===== src/hw/diag_defines.svh =====
// Purpose: offsets, field positions and constants of the diagnostic record block
// Assumes: Avalon-MM word addressing in bytes, 32-bit data
// Notes:   definitions only
`ifndef DIAG_DEFINES_SVH
`define DIAG_DEFINES_SVH

// register byte addresses
`define ADDR_REC_LO      5'h00
`define ADDR_REC_1       5'h04
`define ADDR_REC_2       5'h08
`define ADDR_REC_HI      5'h0C
`define ADDR_CTRL        5'h10
`define ADDR_STATUS      5'h14
`define ADDR_MASK        5'h18
`define ADDR_ERRIN       5'h1C

// record constants
`define CLASS_ANALOG     4'h5
`define CLASS_DIGITAL    4'hF
`define CHTYPE_DIN       7'h70
`define DIAG_BITS_PER_CH 8'h08
`define NUM_CHANNELS     8'h08
`define BYTE_ZERO        8'h00

// byte 0 / 1 / 2 / 3 bit positions
`define B0_MOD_FAIL      0
`define B0_EXT_ERR       2
`define B0_CH_ERR        3
`define B0_AUX_MISS      4
`define B1_CH_INFO       4
`define B2_SUPPLY_FAIL   4
`define B3_PI_LOST       6

// ctrl bits
`define CTRL_DIAG_EN     0
`define CTRL_MORE_TYPES  1

// status/mask bits
`define ST_INCOMING      0
`define ST_OUTGOING      1
`define ST_WIDTH         2

// read answer for unmapped addresses
`define READ_UNMAPPED    32'h0000_0000

`endif


===== src/hw/diag_pkg.sv =====
// Purpose: types for the diagnostic record block
// Assumes: nothing
// Notes:   state of the top module kept as one packed struct
package diag_pkg;

    typedef enum logic [1:0] {
        idle_st,
        active_st
    } diag_state_type;

    typedef struct packed {
        diag_state_type state;
        logic [31:0]    rec_lo;
        logic [31:0]    rec_1;
        logic [31:0]    rec_2;
        logic [31:0]    rec_hi;
        logic [1:0]     ctrl;
        logic [1:0]     status;
        logic [1:0]     mask;
        logic [4:0]     errin;
        logic [15:0]    in_lost;
        logic [15:0]    cnt_lost;
        logic           irq;
        logic           waitreq;
        logic           rd_valid;
        logic [31:0]    rdata;
        logic           outgoing;
    } diag_regs_type;

endpackage


===== src/hw/lost_detect.sv =====
// Purpose: flags a process interrupt lost when an event repeats while pending
// Assumes: event and done are one-cycle pulses on sys_clk
// Notes:   one instance per event source
`timescale 1ns/1ps
`default_nettype none

module lost_detect (
    // clock and reset
    input  wire logic sys_clk,
    input  wire logic rstn,
    // event side
    input  wire logic event_pulse,
    input  wire logic done_pulse,
    input  wire logic clear_lost,
    // result
    output logic      lost
);

    logic pending;

    // pending tracks the handling window; lost holds until handling ends,
    // so the outgoing record can follow once every source is served
    always_ff @(posedge sys_clk or negedge rstn) begin
        if (!rstn) begin
            pending <= 1'b0;
            lost    <= 1'b0;
        end else begin
            if (event_pulse)
                pending <= 1'b1;
            else if (done_pulse)
                pending <= 1'b0;
            if (event_pulse && pending)
                lost <= 1'b1;
            else if (clear_lost || done_pulse)
                lost <= 1'b0; // a repeat in the same cycle still wins
        end
    end

endmodule
`default_nettype wire


===== src/hw/diag_records.sv =====
// Purpose: diagnostic record generator for a digital input and counter module
// Assumes: event inputs are synchronous one-cycle pulses; error levels are pins
// Notes:   records sit in four read-only words behind Avalon-MM
//
// Operation
// - byte 0 bits 0,2,3,4 flag failure, external, channel, aux supply; rest zero.
// - byte 1 holds module class in 3..0, channel info in bit 4.
// - incoming byte 2 bit 4 flags internal supply failure from overload.
// - incoming byte 3 bit 6 flags a lost process interrupt.
// - after errors clear with diagnostics enabled, outgoing record has bytes 2,3 zero.
// - extended record is 16 bytes, first four repeat basic record.
// - extended byte 4 holds channel type 70h, bit 7 more types.
// - extended bytes 5 and 6 both return 08h.
// - extended byte 7 flags errors per input group and per counter group.
// - bytes 8 to 11 flag lost input interrupts on even bits.
// - bytes 12 to 15 flag lost counter events on even bits.
// - last diagnostic record stays readable while diagnostics are disabled.
// - repeated process interrupt for a pending event raises a diagnostic.
`timescale 1ns/1ps
`default_nettype none
`include "diag_defines.svh"

module diag_records
    import diag_pkg::*;
(
    // clock and reset
    input  wire logic        sys_clk,
    input  wire logic        rstn,
    // avalon-mm slave
    input  wire logic [4:0]  address,
    input  wire logic        read,
    input  wire logic        write,
    input  wire logic [31:0] writedata,
    input  wire logic [3:0]  byteenable,
    output logic [31:0]      readdata,
    output logic             waitrequest,
    // error level pins
    input  wire logic        module_fail_pin,
    input  wire logic        ext_err_pin,
    input  wire logic        aux_missing_pin,
    input  wire logic        supply_fail_pin,
    // process interrupt events and their completion
    input  wire logic [15:0] input_event,
    input  wire logic [15:0] input_done,
    input  wire logic [15:0] counter_event,
    input  wire logic [15:0] counter_done,
    // interrupt
    output logic             irq
);

    diag_regs_type r;
    diag_regs_type next_r;

    logic [3:0]  pin_s1;
    logic [3:0]  pin_s2;
    logic [15:0] in_lost_w;
    logic [15:0] cnt_lost_w;
    logic        clear_lost;

    // two-flop synchroniser for the error pins
    always_ff @(posedge sys_clk or negedge rstn) begin
        if (!rstn) begin
            pin_s1 <= 4'h0;
            pin_s2 <= 4'h0;
        end else begin
            pin_s1 <= {supply_fail_pin, aux_missing_pin, ext_err_pin, module_fail_pin};
            pin_s2 <= pin_s1;
        end
    end

    // lost flags are cleared once the outgoing record has been written
    assign clear_lost = r.outgoing;

    // one detector per input and per counter event
    genvar g;
    generate
        for (g = 0; g < 16; g++) begin : g_in
            lost_detect u_in (
                .sys_clk     (sys_clk),
                .rstn        (rstn),
                .event_pulse (input_event[g]),
                .done_pulse  (input_done[g]),
                .clear_lost  (clear_lost),
                .lost        (in_lost_w[g])
            );
            lost_detect u_cnt (
                .sys_clk     (sys_clk),
                .rstn        (rstn),
                .event_pulse (counter_event[g]),
                .done_pulse  (counter_done[g]),
                .clear_lost  (clear_lost),
                .lost        (cnt_lost_w[g])
            );
        end
    endgenerate

    // spread four flags onto even bits of a byte
    function automatic logic [7:0] even_bits(input logic [3:0] f);
        even_bits = {1'b0, f[3], 1'b0, f[2], 1'b0, f[1], 1'b0, f[0]};
    endfunction

    // next state: record assembly, bus slave, interrupt
    always_comb begin
        logic [7:0]  b0;
        logic [7:0]  b1;
        logic [7:0]  b2;
        logic [7:0]  b3;
        logic [7:0]  grp;
        logic        any_err;
        logic        any_lost;
        logic [4:0]  err_now;
        logic [`ST_WIDTH-1:0] ev;
        logic        hit;
        logic        capture;
        logic [31:0] rd;
        b0       = `BYTE_ZERO;
        b1       = `BYTE_ZERO;
        b2       = `BYTE_ZERO;
        b3       = `BYTE_ZERO;
        grp      = `BYTE_ZERO;
        ev       = '0;
        hit      = 1'b1;
        capture  = 1'b0;
        rd       = `READ_UNMAPPED;
        next_r   = r;
        any_lost = |{in_lost_w, cnt_lost_w};
        // per-group channel errors: four input groups, four counter groups
        for (int i = 0; i < 4; i++) begin
            grp[i]     = |in_lost_w[i*4 +: 4];
            grp[i + 4] = |cnt_lost_w[i*4 +: 4];
        end
        any_err = |grp;
        err_now = {any_lost, pin_s2};

        // byte 0 to byte 3 layouts
        b0[`B0_MOD_FAIL] = pin_s2[0];
        b0[`B0_EXT_ERR]  = pin_s2[1];
        b0[`B0_CH_ERR]   = any_err;
        b0[`B0_AUX_MISS] = pin_s2[2];
        b1[3:0]          = `CLASS_DIGITAL;
        b1[`B1_CH_INFO]  = 1'b1;
        b2[`B2_SUPPLY_FAIL] = pin_s2[3];
        b3[`B3_PI_LOST]     = any_lost;

        next_r.outgoing = 1'b0;
        case (r.state)
            idle_st: begin
                if (|err_now) begin
                    capture      = 1'b1;
                    next_r.state = active_st;
                end
            end
            active_st: begin
                if (err_now == 5'h00) begin
                    // outgoing only when diagnostics still enabled; else record is kept
                    if (r.ctrl[`CTRL_DIAG_EN]) begin
                        next_r.rec_lo   = {`BYTE_ZERO, `BYTE_ZERO, b1, b0};
                        next_r.rec_1    = {grp, `NUM_CHANNELS, `DIAG_BITS_PER_CH,
                                           r.ctrl[`CTRL_MORE_TYPES], `CHTYPE_DIN};
                        next_r.rec_2    = '0;
                        next_r.rec_hi   = '0;
                        ev[`ST_OUTGOING] = 1'b1;
                    end
                    next_r.outgoing = 1'b1;
                    next_r.state    = idle_st;
                end else if ((err_now != r.errin) || (in_lost_w != r.in_lost) ||
                             (cnt_lost_w != r.cnt_lost)) begin
                    // a flag that comes or goes while active refreshes the record
                    capture = 1'b1;
                end
            end
            default: next_r.state = idle_st;
        endcase

        // incoming record, all four words in one update
        if (capture) begin
            next_r.rec_lo = {b3, b2, b1, b0};
            next_r.rec_1  = {grp, `NUM_CHANNELS, `DIAG_BITS_PER_CH,
                             r.ctrl[`CTRL_MORE_TYPES], `CHTYPE_DIN};
            next_r.rec_2  = {even_bits(in_lost_w[15:12]), even_bits(in_lost_w[11:8]),
                             even_bits(in_lost_w[7:4]), even_bits(in_lost_w[3:0])};
            next_r.rec_hi = {even_bits(cnt_lost_w[15:12]), even_bits(cnt_lost_w[11:8]),
                             even_bits(cnt_lost_w[7:4]), even_bits(cnt_lost_w[3:0])};
            if (r.ctrl[`CTRL_DIAG_EN])
                ev[`ST_INCOMING] = 1'b1;
        end

        // avalon slave: one wait cycle, answer on the second edge
        next_r.rd_valid = 1'b0;
        next_r.waitreq  = 1'b1;
        next_r.rdata    = `READ_UNMAPPED; // readdata is zero outside the answer cycle
        if ((read || write) && r.waitreq && !r.rd_valid) begin
            next_r.waitreq  = 1'b0;
            next_r.rd_valid = 1'b1;
            case (address)
                `ADDR_REC_LO: rd = r.rec_lo;
                `ADDR_REC_1:  rd = r.rec_1;
                `ADDR_REC_2:  rd = r.rec_2;
                `ADDR_REC_HI: rd = r.rec_hi;
                `ADDR_CTRL:   rd = {30'h0000_0000, r.ctrl};
                `ADDR_STATUS: rd = {30'h0000_0000, r.status};
                `ADDR_MASK:   rd = {30'h0000_0000, r.mask};
                `ADDR_ERRIN:  rd = {27'h000_0000, r.errin};
                default:      hit = 1'b0;
            endcase
            next_r.rdata = (read && hit) ? rd : `READ_UNMAPPED;
        end
        // a write lands only at the edge where waitrequest is seen low
        if (write && !r.waitreq && byteenable[0]) begin
            case (address)
                `ADDR_CTRL:   next_r.ctrl   = writedata[1:0];
                `ADDR_MASK:   next_r.mask   = writedata[1:0];
                `ADDR_STATUS: next_r.status = r.status & ~writedata[1:0];
                default:      next_r.ctrl   = next_r.ctrl;
            endcase
        end
        // event set wins over write-one clear
        next_r.status = next_r.status | ev;
        next_r.errin  = err_now;
        next_r.in_lost  = in_lost_w;
        next_r.cnt_lost = cnt_lost_w;
        next_r.irq    = |(next_r.status & next_r.mask);
    end

    // state register
    always_ff @(posedge sys_clk or negedge rstn) begin
        if (!rstn) begin
            r         <= '0;
            r.state   <= idle_st;
            r.waitreq <= 1'b1;
        end else begin
            r <= next_r;
        end
    end

    assign readdata    = r.rdata;
    assign waitrequest = r.waitreq;
    assign irq         = r.irq;

endmodule
`default_nettype wire


===== config.mk =====
export PLATFORM = sky130hd
export DESIGN_NAME = diag_records
export DESIGN_NICKNAME = d
export VERILOG_FILES = /design/src/hw/diag_pkg.sv /design/src/hw/lost_detect.sv /design/src/hw/diag_records.sv
export VERILOG_INCLUDE_DIRS = /design/src /design/src/hw
export SDC_FILE = /design/constraint.sdc
export NUM_CORES = 1
export LEC_CHECK = 0
export BUFFER_PORTS_ARGS = -buffer_cell sky130_fd_sc_hd__clkbuf_2
export CORE_MARGIN = 4
export CORE_UTILIZATION = 50
export DETAILED_ROUTE_END_ITERATION = 12
export PLACE_DENSITY = 0.73
export SLEW_MARGIN = 20
export SYNTH_ARGS = -nofsm -noshare
export SYNTH_HDL_FRONTEND = slang
export SYNTH_SLANG_ARGS = --single-unit

===== constraint.sdc =====
create_clock -name sys_clk -period 3.1 [get_ports sys_clk]
set_input_delay 0.62 -clock sys_clk [delete_from_list [all_inputs] [get_ports sys_clk]]
set_output_delay 0.62 -clock sys_clk [all_outputs]
set_load 0.005 [all_outputs]

==> flow_metrics.py, run 1 <==
metrics = {
    "status": {
        "status": "complete, but fails checks",
        "violations": "setup timing",
    },
    "job": {
        "cap_violations": 0,
    },
    "synth": {
        "synth_top_family_by_area": "compound AO/OA/AOI/OAI gates",
        "synth_xor_area_share_pct": 4.161,
        "synth.distinct_cells": 42,
        "yosys.area_share.simple_pct": 7.332,
        "synth-adder-area-share_pct": 0,
        "synth_top_area_share_pct": 63.74,
        "syn_area_per_cell_um2": 12.91,
        "synth_area_um2": 7577,
        "yosys_warnings": 0,
        "ys_seq_elements": 194,
        "ys_seq_area_share_pct": 64.09,
        "synthMuxAreaShare_pct": 3.418,
        "ys_top_cells_by_area": "dfrtp_1, a22o_1, xor2_1",
        "yosysTopAreaCell": "dfrtp_1",
        "synthCells": 587,
        "synth_compound_area_share_pct": 14.76,
    },
    "drt": {
        "wl_per_cell_um": 18.39,
        "vias": 4978,
        "vias_per_cell": 5.417,
        "first_iter_violations": 507,
        "routed_wl_um": 16900,
        "drtPass1Iterations": 5,
        "drc": 0,
        "ant_nets": 0,
    },
    "pwr": {
        "powerDensity_nw_per_um2": 595.2,
        "total_power_mw": 5.399,
        "ir_drop_uv": 438.5,
        "leakagePower_nw": 4.386,
    },
    "global_route": {
        "grt_pass1_vias": 5329,
        "gr-total-overflow": 0,
        "grt_max_degree": 73,
        "antenna_found_initial": 0,
        "grt_first_pass_wirelength_um": 27810,
        "grt.total_usage_pct": 20.48,
    },
    "timing": {
        "drv_slew": 0,
        "finalHoldViolCount": 0,
        "worst_slack_ps": -68.83,
        "worstMarginPinSlew_ps": 672.1,
        "fmax_mhz": 315.6,
        "rsz0062_at_grt": "true",
        "layout_min_cycle_time_ps": 3169,
        "period_share_pct": 102.2,
        "finClkSkew_ps": 7.078,
        "maxSlewHeadroom_pct": 55.19,
        "holdWs_ps": 192.7,
        "finalSetupViolCount": 9,
    },
    "finish": {
        "fin_area_um2": 9071,
        "area_growth_pct": 19.72,
        "finalCoreUtilization_pct": 61.71,
        "final_common_cell": "dfrtp_1",
        "drive_above_1_share_pct": 29.52,
        "nets": 835,
        "layout_common_cells": "dfrtp_1, clkbuf_2, a22o_1",
        "layout.cells.non_filler": 919,
        "diodes": 0,
    },
    "worst_setup_path": {
        "slowest_stage": "or4_4",
        "critPathTopFamily": "simple AND/OR/NAND/NOR gates",
        "path_cells": "or4_4 -> or4_4 -> or3_4 -> a2111o_1 -> mux2i_4 -> buf_12 -> mux2_1",
        "rrSetupSlack_ps": -70,
        "r2r_end": "r[167]",
        "endpoint": "r[167]",
        "cp.arrival_ps": 3480,
        "cp-startpoint": "g_in[8].u_in.lost",
        "cp-end-kind": "register",
        "cp_max_fo": 12,
        "worst-path-stages": 7,
        "cp-start-kind": "register",
        "worstSetupPathType": "register to register",
        "cp_num_buf_inv": 1,
        "cp.required_ps": 3410,
        "slowest_delay_ps": 590,
        "critPathMostFrequentCell": "or4_4",
        "timing.rr.start": "g_in[8].u_in.lost",
        "reg2reg_depth": 7,
    },
    "die": {
        "die_h_um": 131.1,
        "die_area_um2": 17190,
        "fp.dieW_um": 131.1,
        "rows": 44,
        "placeableCoreArea_um2": 14700,
        "io-pin-count": 147,
        "initial_core_util_pct": 51.55,
    },
    "placement": {
        "place_area_um2": 8454,
        "dp.cells": 886,
        "io_buffers": 108,
        "hpwl_um": 12310,
        "gp_routability_congestion": 0.8493,
    },
    "cts": {
        "cts_tree": "built",
        "clock-root-buffer": "clkbuf_16",
        "h-tree-depth": 4,
        "cts_buffers": 17,
        "insertion_delay_ps": 420,
        "cts_buffer_depth": 2,
        "path_clk_slew_ps": 60,
        "cts_sinks": 194,
    },
    "worst_hold_path": {
        "hold_path.class": "input port to async pin",
    },
}
-- cell families (layout without fill, tap and decap cells) --
kind of cell | after synthesis | after routing
compound gates | 140 | 141
xor+xnor | 36 | 36
buf+inv | 84 | 227
flops | 194 | 194
mux | 21 | 21
other cells | 1 | 5
simple gates | 111 | 111
-- per-layer routing --
layer / share of wire [%] / track usage (%)
met3: 6.2 / 5.161
met2: 48 / 31.88
met4: 1.6 / 7.001
met1: 45 / 28.50
met5: 0 / 0
-- flip-flops by register name (all words and copies together) (netlist names) --
| name | count |
|---|---|
| r | 93 |
| readdata | 26 |
| g_in.u_cnt.lost | 16 |
| g_in.u_cnt.pending | 16 |
| g_in.u_in.lost | 16 |
| g_in.u_in.pending | 16 |
| pin_s1 | 4 |
| pin_s2 | 4 |
| clear_lost | 1 |
| irq | 1 |
| waitrequest | 1 |
-- area by class of cell --
cell class / instances / area (µm²)
multi-input combinational: 314 / 2356
inverter: 36 / 135.1
clock buffer: 23 / 478.0
tap: 184 / 230.2
timing repair buffer: 159 / 958.4
sequential: 194 / 4856
clock inverter: 9 / 57.56
fill: 1119 / 5628
-- report_power, final --
group / switching, mW / total (mW) / internal [mW]
Sequential: 0.118 / 2.85 / 2.73
Clock: 0.893 / 1.98 / 1.08
Combinational: 0.286 / 0.571 / 0.285
-- metrics by stage --
step | setup WS, ps | setup TNS (ps)
floorplan | 12.74 | 0
CTS | -33.73 | -448.5
finish | -68.83 | -477.2
global placement | -69.85 | -2375
detailed placement | -141.4 | -4820
global route | -144.3 | -2496
-- worst min path at each step --
stage / startpoint / end / slack [ps]
floorplan: rstn / clear_lost / 320
global placement: pin_s1[2] / pin_s2[2] / 340
detailed placement: pin_s1[1] / pin_s2[1] / 330
CTS: rstn / g_in[7].u_cnt.pending / 210
global route: rstn / g_in[5].u_cnt.pending / 250
finish: rstn / g_in[7].u_cnt.pending / 190
-- Yosys cell counts --
library cell  number
dfrtp_1          193
a22o_1            68
nor2_1            52
inv_1             36
a21o_1            35
xor2_1            35
buf_4             33
a22oi_1           20
mux2_1            11
or4_1             10
clkbuf_1           9
nor4_1             9
and2_1             8
mux2_2             8
a21oi_1            7
nand2_1            7
buf_6              4
nand3_1            4
nor2b_1            4
nor3_1             4
and3_1             3
a31oi_1            2
buf_1              2
nand4_1            2
o21ai_0            2
or2_1              2
or3_1              2
a2111o_1           1
a21boi_1           1
a221o_1            1
a221oi_1           1
a222oi_1           1
and3b_1            1
conb_1             1
dfstp_2            1
mux2i_4            1
mux4_2             1
nand2b_1           1
nor3b_1            1
o21ai_1            1
or3b_1             1
xnor2_1            1
-- what timing repair did --
action | 4_1_cts | 5_1_grt
pin swaps | 1 | 1
cloned | 0 | 1
hold buffers | 0 | 0
setup endpoints to repair | 45 | 47
resized for setup | 14 | 4
buffers inserted | 0 | 0
(Power assumes the default switching activity.)
==> inputs of run 2 (changes only) <==
--- a/config.mk
+++ b/config.mk
@@ -8,9 +8,9 @@
 export LEC_CHECK = 0
 export BUFFER_PORTS_ARGS = -buffer_cell sky130_fd_sc_hd__clkbuf_2
 export CORE_MARGIN = 4
-export CORE_UTILIZATION = 50
+export CORE_UTILIZATION = 55
 export DETAILED_ROUTE_END_ITERATION = 12
-export PLACE_DENSITY = 0.73
+export PLACE_DENSITY = 0.76
 export SLEW_MARGIN = 20
 export SYNTH_ARGS = -nofsm -noshare
 export SYNTH_HDL_FRONTEND = slang
==> constraint.sdc (replaced) <==
create_clock -name sys_clk -period 3.2 [get_ports sys_clk]
set_input_delay 0.64 -clock sys_clk [delete_from_list [all_inputs] [get_ports sys_clk]]
set_output_delay 0.64 -clock sys_clk [all_outputs]
set_load 0.005 [all_outputs]
==> run 2 against run 1 <==
Net effect: the flow now finishes without violations; sequential cell count stayed put; fmax is 0.63% lower; design area hardly changed; critical endpoint is now r[169]; highest routed layer unchanged; count of clock-buffer cells in the layout shrank 2; total power shrank 0.10%; wire length down 2.0%.
==> flow_metrics.py, run 2 (same netlist as run 1, synthesis figures left out) <==
metrics = {
    "worst_setup_path": {
        "slowest_delay_ps": 570,
        "cp_max_fo": 13,
        "slowest_stage": "or4_4",
        "worstSetupPathType": "register to register",
        "cp.required_ps": 3510,
        "critPathTopFamily": "simple AND/OR/NAND/NOR gates",
        "cp.arrival_ps": 3500,
        "cp-start-kind": "register",
        "critPathMostFrequentCell": "or4_4",
        "cp_num_buf_inv": 1,
        "cp-end-kind": "register",
        "path_cells": "or4_4 -> or4_4 -> or3_4 -> a2111o_1 -> mux2i_4 -> buf_12 -> mux2_1",
    },
    "worst_hold_path": {
        "hold_path.class": "input port to async pin",
    },
    "pwr": {
        "leakagePower_nw": 4.386,
        "ir_drop_uv": 358.9,
        "total_power_mw": 5.394,
        "powerDensity_nw_per_um2": 594.7,
    },
    "cts": {
        "cts_hold_buf": 0,
        "cts_tree": "built",
        "clock-root-buffer": "clkbuf_16",
        "path_clk_slew_ps": 60,
        "h-tree-depth": 4,
        "insertion_delay_ps": 430,
        "cts_sinks": 194,
        "cts_buffers": 17,
        "cts_buffer_depth": 2,
    },
    "drt": {
        "top_layer_used": "met4",
        "drc": 0,
        "first_iter_violations": 361,
        "wl_per_cell_um": 18.26,
        "wl_met1_um": 7481,
        "met3WireLength_um": 1033,
        "ant_nets": 0,
        "drtPass1Iterations": 6,
        "vias": 5002,
        "vias_per_cell": 5.515,
        "routed_wl_um": 16560,
        "met2_length_um": 7708,
    },
    "timing": {
        "drv_slew": 0,
        "fmax_mhz": 313.6,
        "period_share_pct": 99.66,
        "finClkSkew_ps": 8.826,
        "holdWs_ps": 240.9,
        "finalSetupViolCount": 0,
        "rsz0062_at_grt": "true",
        "finalHoldViolCount": 0,
        "worstMarginPinSlew_ps": 726.0,
        "maxSlewHeadroom_pct": 51.23,
        "layout_min_cycle_time_ps": 3189,
        "worst_slack_ps": 10.93,
    },
    "job": {
        "cap_violations": 0,
    },
    "die": {
        "placeableCoreArea_um2": 13350,
        "die_area_um2": 15720,
        "fp.dieW_um": 125.4,
        "io-pin-count": 147,
        "initial_core_util_pct": 56.77,
        "rows": 42,
        "die_h_um": 125.4,
    },
    "global_route": {
        "grt_first_pass_wirelength_um": 26870,
        "grt_pass1_vias": 5107,
        "grt.total_usage_pct": 21.80,
        "gr-total-overflow": 0,
        "grt_max_degree": 90,
        "antenna_found_initial": 0,
    },
    "finish": {
        "final_common_cell": "dfrtp_1",
        "layout_common_cells": "dfrtp_1, clkbuf_2, a22o_1",
        "finalCoreUtilization_pct": 67.95,
        "drive_above_1_share_pct": 28.73,
        "nets": 833,
        "regMostFlops": "r",
        "area_growth_pct": 19.70,
        "largest_register_ffs": 93,
        "diodes": 0,
    },
    "placement": {
        "dpl_worst_slack_ps": -20.88,
        "gp_routability_congestion": 0.8590,
        "io_buffers": 108,
        "hpwl_um": 12030,
    },
    "status": {
        "status": "finished, final reports clean",
    },
}
run 2: cell count changes in the layout (fill, tap and decap cells not counted), sizes merged:
cell,change
buf,-2
bufinv,+2
clkinvlp,-2
a21oi,-1
clkbuf,-1
run 2: worst paths after layout:
check / start / end / slack [ps] / depth (start not counted)
worst max-delay path: g_in[0].u_in.lost / r[169] / 10 / 7
worst min-delay path: rstn / g_in[14].u_in.pending / 240 / 1
worst max register to register: g_in[0].u_in.lost / r[169] / 10 / 7
worst min register to register: pin_s1[2] / pin_s2[2] / 350 / 0
max in group asynchronous: rstn / waitrequest / 2070 / 2
min in group sys_clk: aux_missing_pin / pin_s1[2] / 320 / 1
run 2: per-stage QoR:
step	instance area [µm²]	std cells	TNS, ps
after global placement	8429	875	0
final	9070	907	0
after detailed placement	8429	875	-74.64
after global routing	9070	907	-227.9
after CTS	9020	905	0
after floorplan	7592	591	0
run 2: what timing repair did:
action	CTS	global route
buffers inserted	0	2
resized for setup	1	10
pin swaps	1	1
endpoints found under the setup margin	9	34
hold endpoints to repair	0	0
run 2: layer usage:
| layer | track usage [%] | up-vias |
|---|---|---|
| li1 | - | 2302 |
| met1 | 31.45 | 2479 |
| met2 | 32.74 | 193 |
| met3 | 5.501 | 28 |
| met4 | 7.398 | 0 |
| met5 | 0 | - |
run 2: layout make-up:
type,count,area [µm²]
repair buffers,158,962.2
clock inverters,9,106.4
fillers,982,4278
multi-input cells,313,2310
well taps,176,220.2
clock buffers,21,480.5
inverters,36,135.1
flip-flops and latches,194,4856
run 2: report_power, final:
part	internal [mW]	total [mW]	switching (mW)	leakage, nW
Clock	1.22	2.08	0.863	0.283
Combinational	0.269	0.545	0.276	1.83
Sequential	2.65	2.76	0.115	2.27
==> inputs of run 3 (changes only) <==
--- a/config.mk
+++ b/config.mk
@@ -7,10 +7,11 @@
 export NUM_CORES = 1
 export LEC_CHECK = 0
 export BUFFER_PORTS_ARGS = -buffer_cell sky130_fd_sc_hd__clkbuf_2
-export CORE_MARGIN = 4
+export CORE_MARGIN = 2
 export CORE_UTILIZATION = 55
 export DETAILED_ROUTE_END_ITERATION = 12
 export PLACE_DENSITY = 0.76
+export RECOVER_POWER = 100
 export SLEW_MARGIN = 20
 export SYNTH_ARGS = -nofsm -noshare
 export SYNTH_HDL_FRONTEND = slang
==> run 3 against run 2 <==
Net effect: the run now ends with setup timing left; die area decreased by 6.3%; sequential power barely moved; total power down 2.2%; wire length fell by 1.8%; clock power down 5%; count of clock-buffer cells in the layout grew 1; final cell count up 1.1%; critical path depth increased by 1; sequential share of layout area shrank 0.088 points; first-iteration DRC count grew 26%; critical endpoint is now r[174].
==> flow_metrics.py, run 3 (same netlist as run 1, synthesis figures left out) <==
metrics = {
    "cts": {
        "cts_buffer_depth": 2,
        "cts_hold_buf": 0,
        "h-tree-depth": 4,
        "cts_tree": "built",
        "cts_sinks": 194,
        "cts_buffers": 17,
        "insertion_delay_ps": 430,
        "clock-root-buffer": "clkbuf_16",
        "path_clk_slew_ps": 70,
    },
    "pwr": {
        "total_power_mw": 5.274,
        "ir_drop_uv": 347.0,
        "leakagePower_nw": 4.363,
        "powerDensity_nw_per_um2": 580.5,
    },
    "timing": {
        "finalHoldViolCount": 0,
        "rsz0062_at_grt": "true",
        "tns_ps": -121.0,
        "layout_min_cycle_time_ps": 3232,
        "finalSetupViolCount": 8,
        "drv_slew": 0,
        "holdWs_ps": 264.7,
        "worst_slack_ps": -32.17,
        "worstMarginPinSlew_ps": 731.1,
        "fmax_mhz": 309.4,
        "period_share_pct": 101.0,
        "finClkSkew_ps": 14.63,
        "maxSlewHeadroom_pct": 51.26,
    },
    "worst_setup_path": {
        "cp_max_fo": 5,
        "critPathTopFamily": "simple AND/OR/NAND/NOR gates",
        "cp.required_ps": 3510,
        "cp.arrival_ps": 3540,
        "rrSetupSlack_ps": -30,
        "worstSetupPathType": "register to register",
        "path_cells": "or4_4 -> or4_4 -> or3_4 -> a2111o_1 -> mux2i_4 -> buf_12 -> clkbuf_16 -> mux2_4",
        "timing.rr.start": "g_in[3].u_in.lost",
        "cp-start-kind": "register",
        "critPathMostFrequentCell": "or4_4",
        "slowest_delay_ps": 550,
        "slowest_stage": "or4_4",
        "reg2reg_depth": 8,
        "worst-path-stages": 8,
        "endpoint": "r[174]",
        "cp-startpoint": "g_in[3].u_in.lost",
        "cp-end-kind": "register",
        "cp_num_buf_inv": 2,
        "r2r_end": "r[174]",
    },
    "finish": {
        "diodes": 0,
        "regMostFlops": "r",
        "drive_above_1_share_pct": 27.13,
        "finalCoreUtilization_pct": 68.06,
        "layout_common_cells": "dfrtp_1, clkbuf_2, a22o_1",
        "final_common_cell": "dfrtp_1",
        "fill_cells": 972,
        "fin_area_um2": 9085,
        "area_growth_pct": 19.90,
        "nets": 842,
        "layout.cells.non_filler": 917,
        "largest_register_ffs": 93,
    },
    "placement": {
        "gp_routability_congestion": 0.8500,
        "dpl_worst_slack_ps": -104.1,
        "hpwl_um": 11790,
        "dp.cells": 876,
        "place_area_um2": 8444,
        "io_buffers": 108,
    },
    "job": {
        "cap_violations": 0,
    },
    "drt": {
        "wl_per_cell_um": 17.73,
        "vias_per_cell": 5.466,
        "drtPass1Iterations": 5,
        "first_iter_violations": 454,
        "routed_wl_um": 16260,
        "ant_nets": 0,
        "drc": 0,
        "vias": 5012,
    },
    "global_route": {
        "grt_max_degree": 93,
        "antenna_found_initial": 0,
        "grt.total_usage_pct": 23.46,
        "grt_pass1_vias": 4925,
        "grt_first_pass_wirelength_um": 25880,
        "gr-total-overflow": 0,
    },
    "status": {
        "violations": "setup timing",
        "status": "complete, but fails checks",
    },
    "die": {
        "placeableCoreArea_um2": 13350,
        "io-pin-count": 147,
        "die_area_um2": 14730,
        "rows": 42,
        "die_h_um": 121.4,
        "initial_core_util_pct": 56.77,
        "fp.dieW_um": 121.4,
    },
    "worst_hold_path": {
        "hold_path.class": "input port to async pin",
    },
}
[run 3: cell types whose count changed in the layout (fill, tap and decap cells not counted), moves of 2 or more]
cell | before | now
mux2_1 | 9 | 2
clkbuf_1 | 0 | 27
clkinvlp_4 | 3 | 5
buf_4 | 47 | 28
mux2_4 | 2 | 9
[run 3: worst min path at each step]
stage / from / endpoint / slack (ps) / cells past startpoint
2_1_floorplan: pin_s1[0] / pin_s2[0] / 330 / 0
3_3_place_gp: pin_s1[0] / pin_s2[0] / 330 / 0
3_5_place_dp: pin_s1[3] / pin_s2[3] / 340 / 0
4_1_cts: rstn / g_in[12].u_cnt.pending / 290 / 1
5_1_grt: aux_missing_pin / pin_s1[2] / 300 / 1
6_report: rstn / readdata[16] / 260 / 1
[run 3: metal layers]
metal  routed length, µm  vias up  global-route usage (%)
li1                    -     2313                       -
met1                7327     2453                   33.46
met2                7363      220                   35.25
met3                1226       26                   6.109
met4                 345        0                   8.261
met5                   0        -                       0
[run 3: repair_timing]
| action | 4_1_cts | 5_1_grt |
|---|---|---|
| resized for setup | 7 | 12 |
| endpoints found under the setup margin | 44 | 25 |
| pin swaps | 1 | 4 |
| buffers inserted | 2 | 7 |
| cloned | 0 | 1 |
[run 3: power by group]
part           total [mW]  switching [mW]  internal (mW)  leakage, nW
clock                1.98           0.860           1.12        0.260
sequential           2.76           0.113           2.65         2.27
combinational       0.527           0.276          0.251         1.83
total                5.27            1.25           4.03         4.36
[run 3: layout make-up]
class	instances	area, µm²	area share (%)
clock buffer	22	474.2	5.220
clock inverter	9	82.58	0.9090
inverter	36	135.1	1.487
multi-input combinational	313	2347	25.84
sequential	194	4856	53.45
tap	176	220.2	2.424
timing repair buffer	167	969.7	10.67
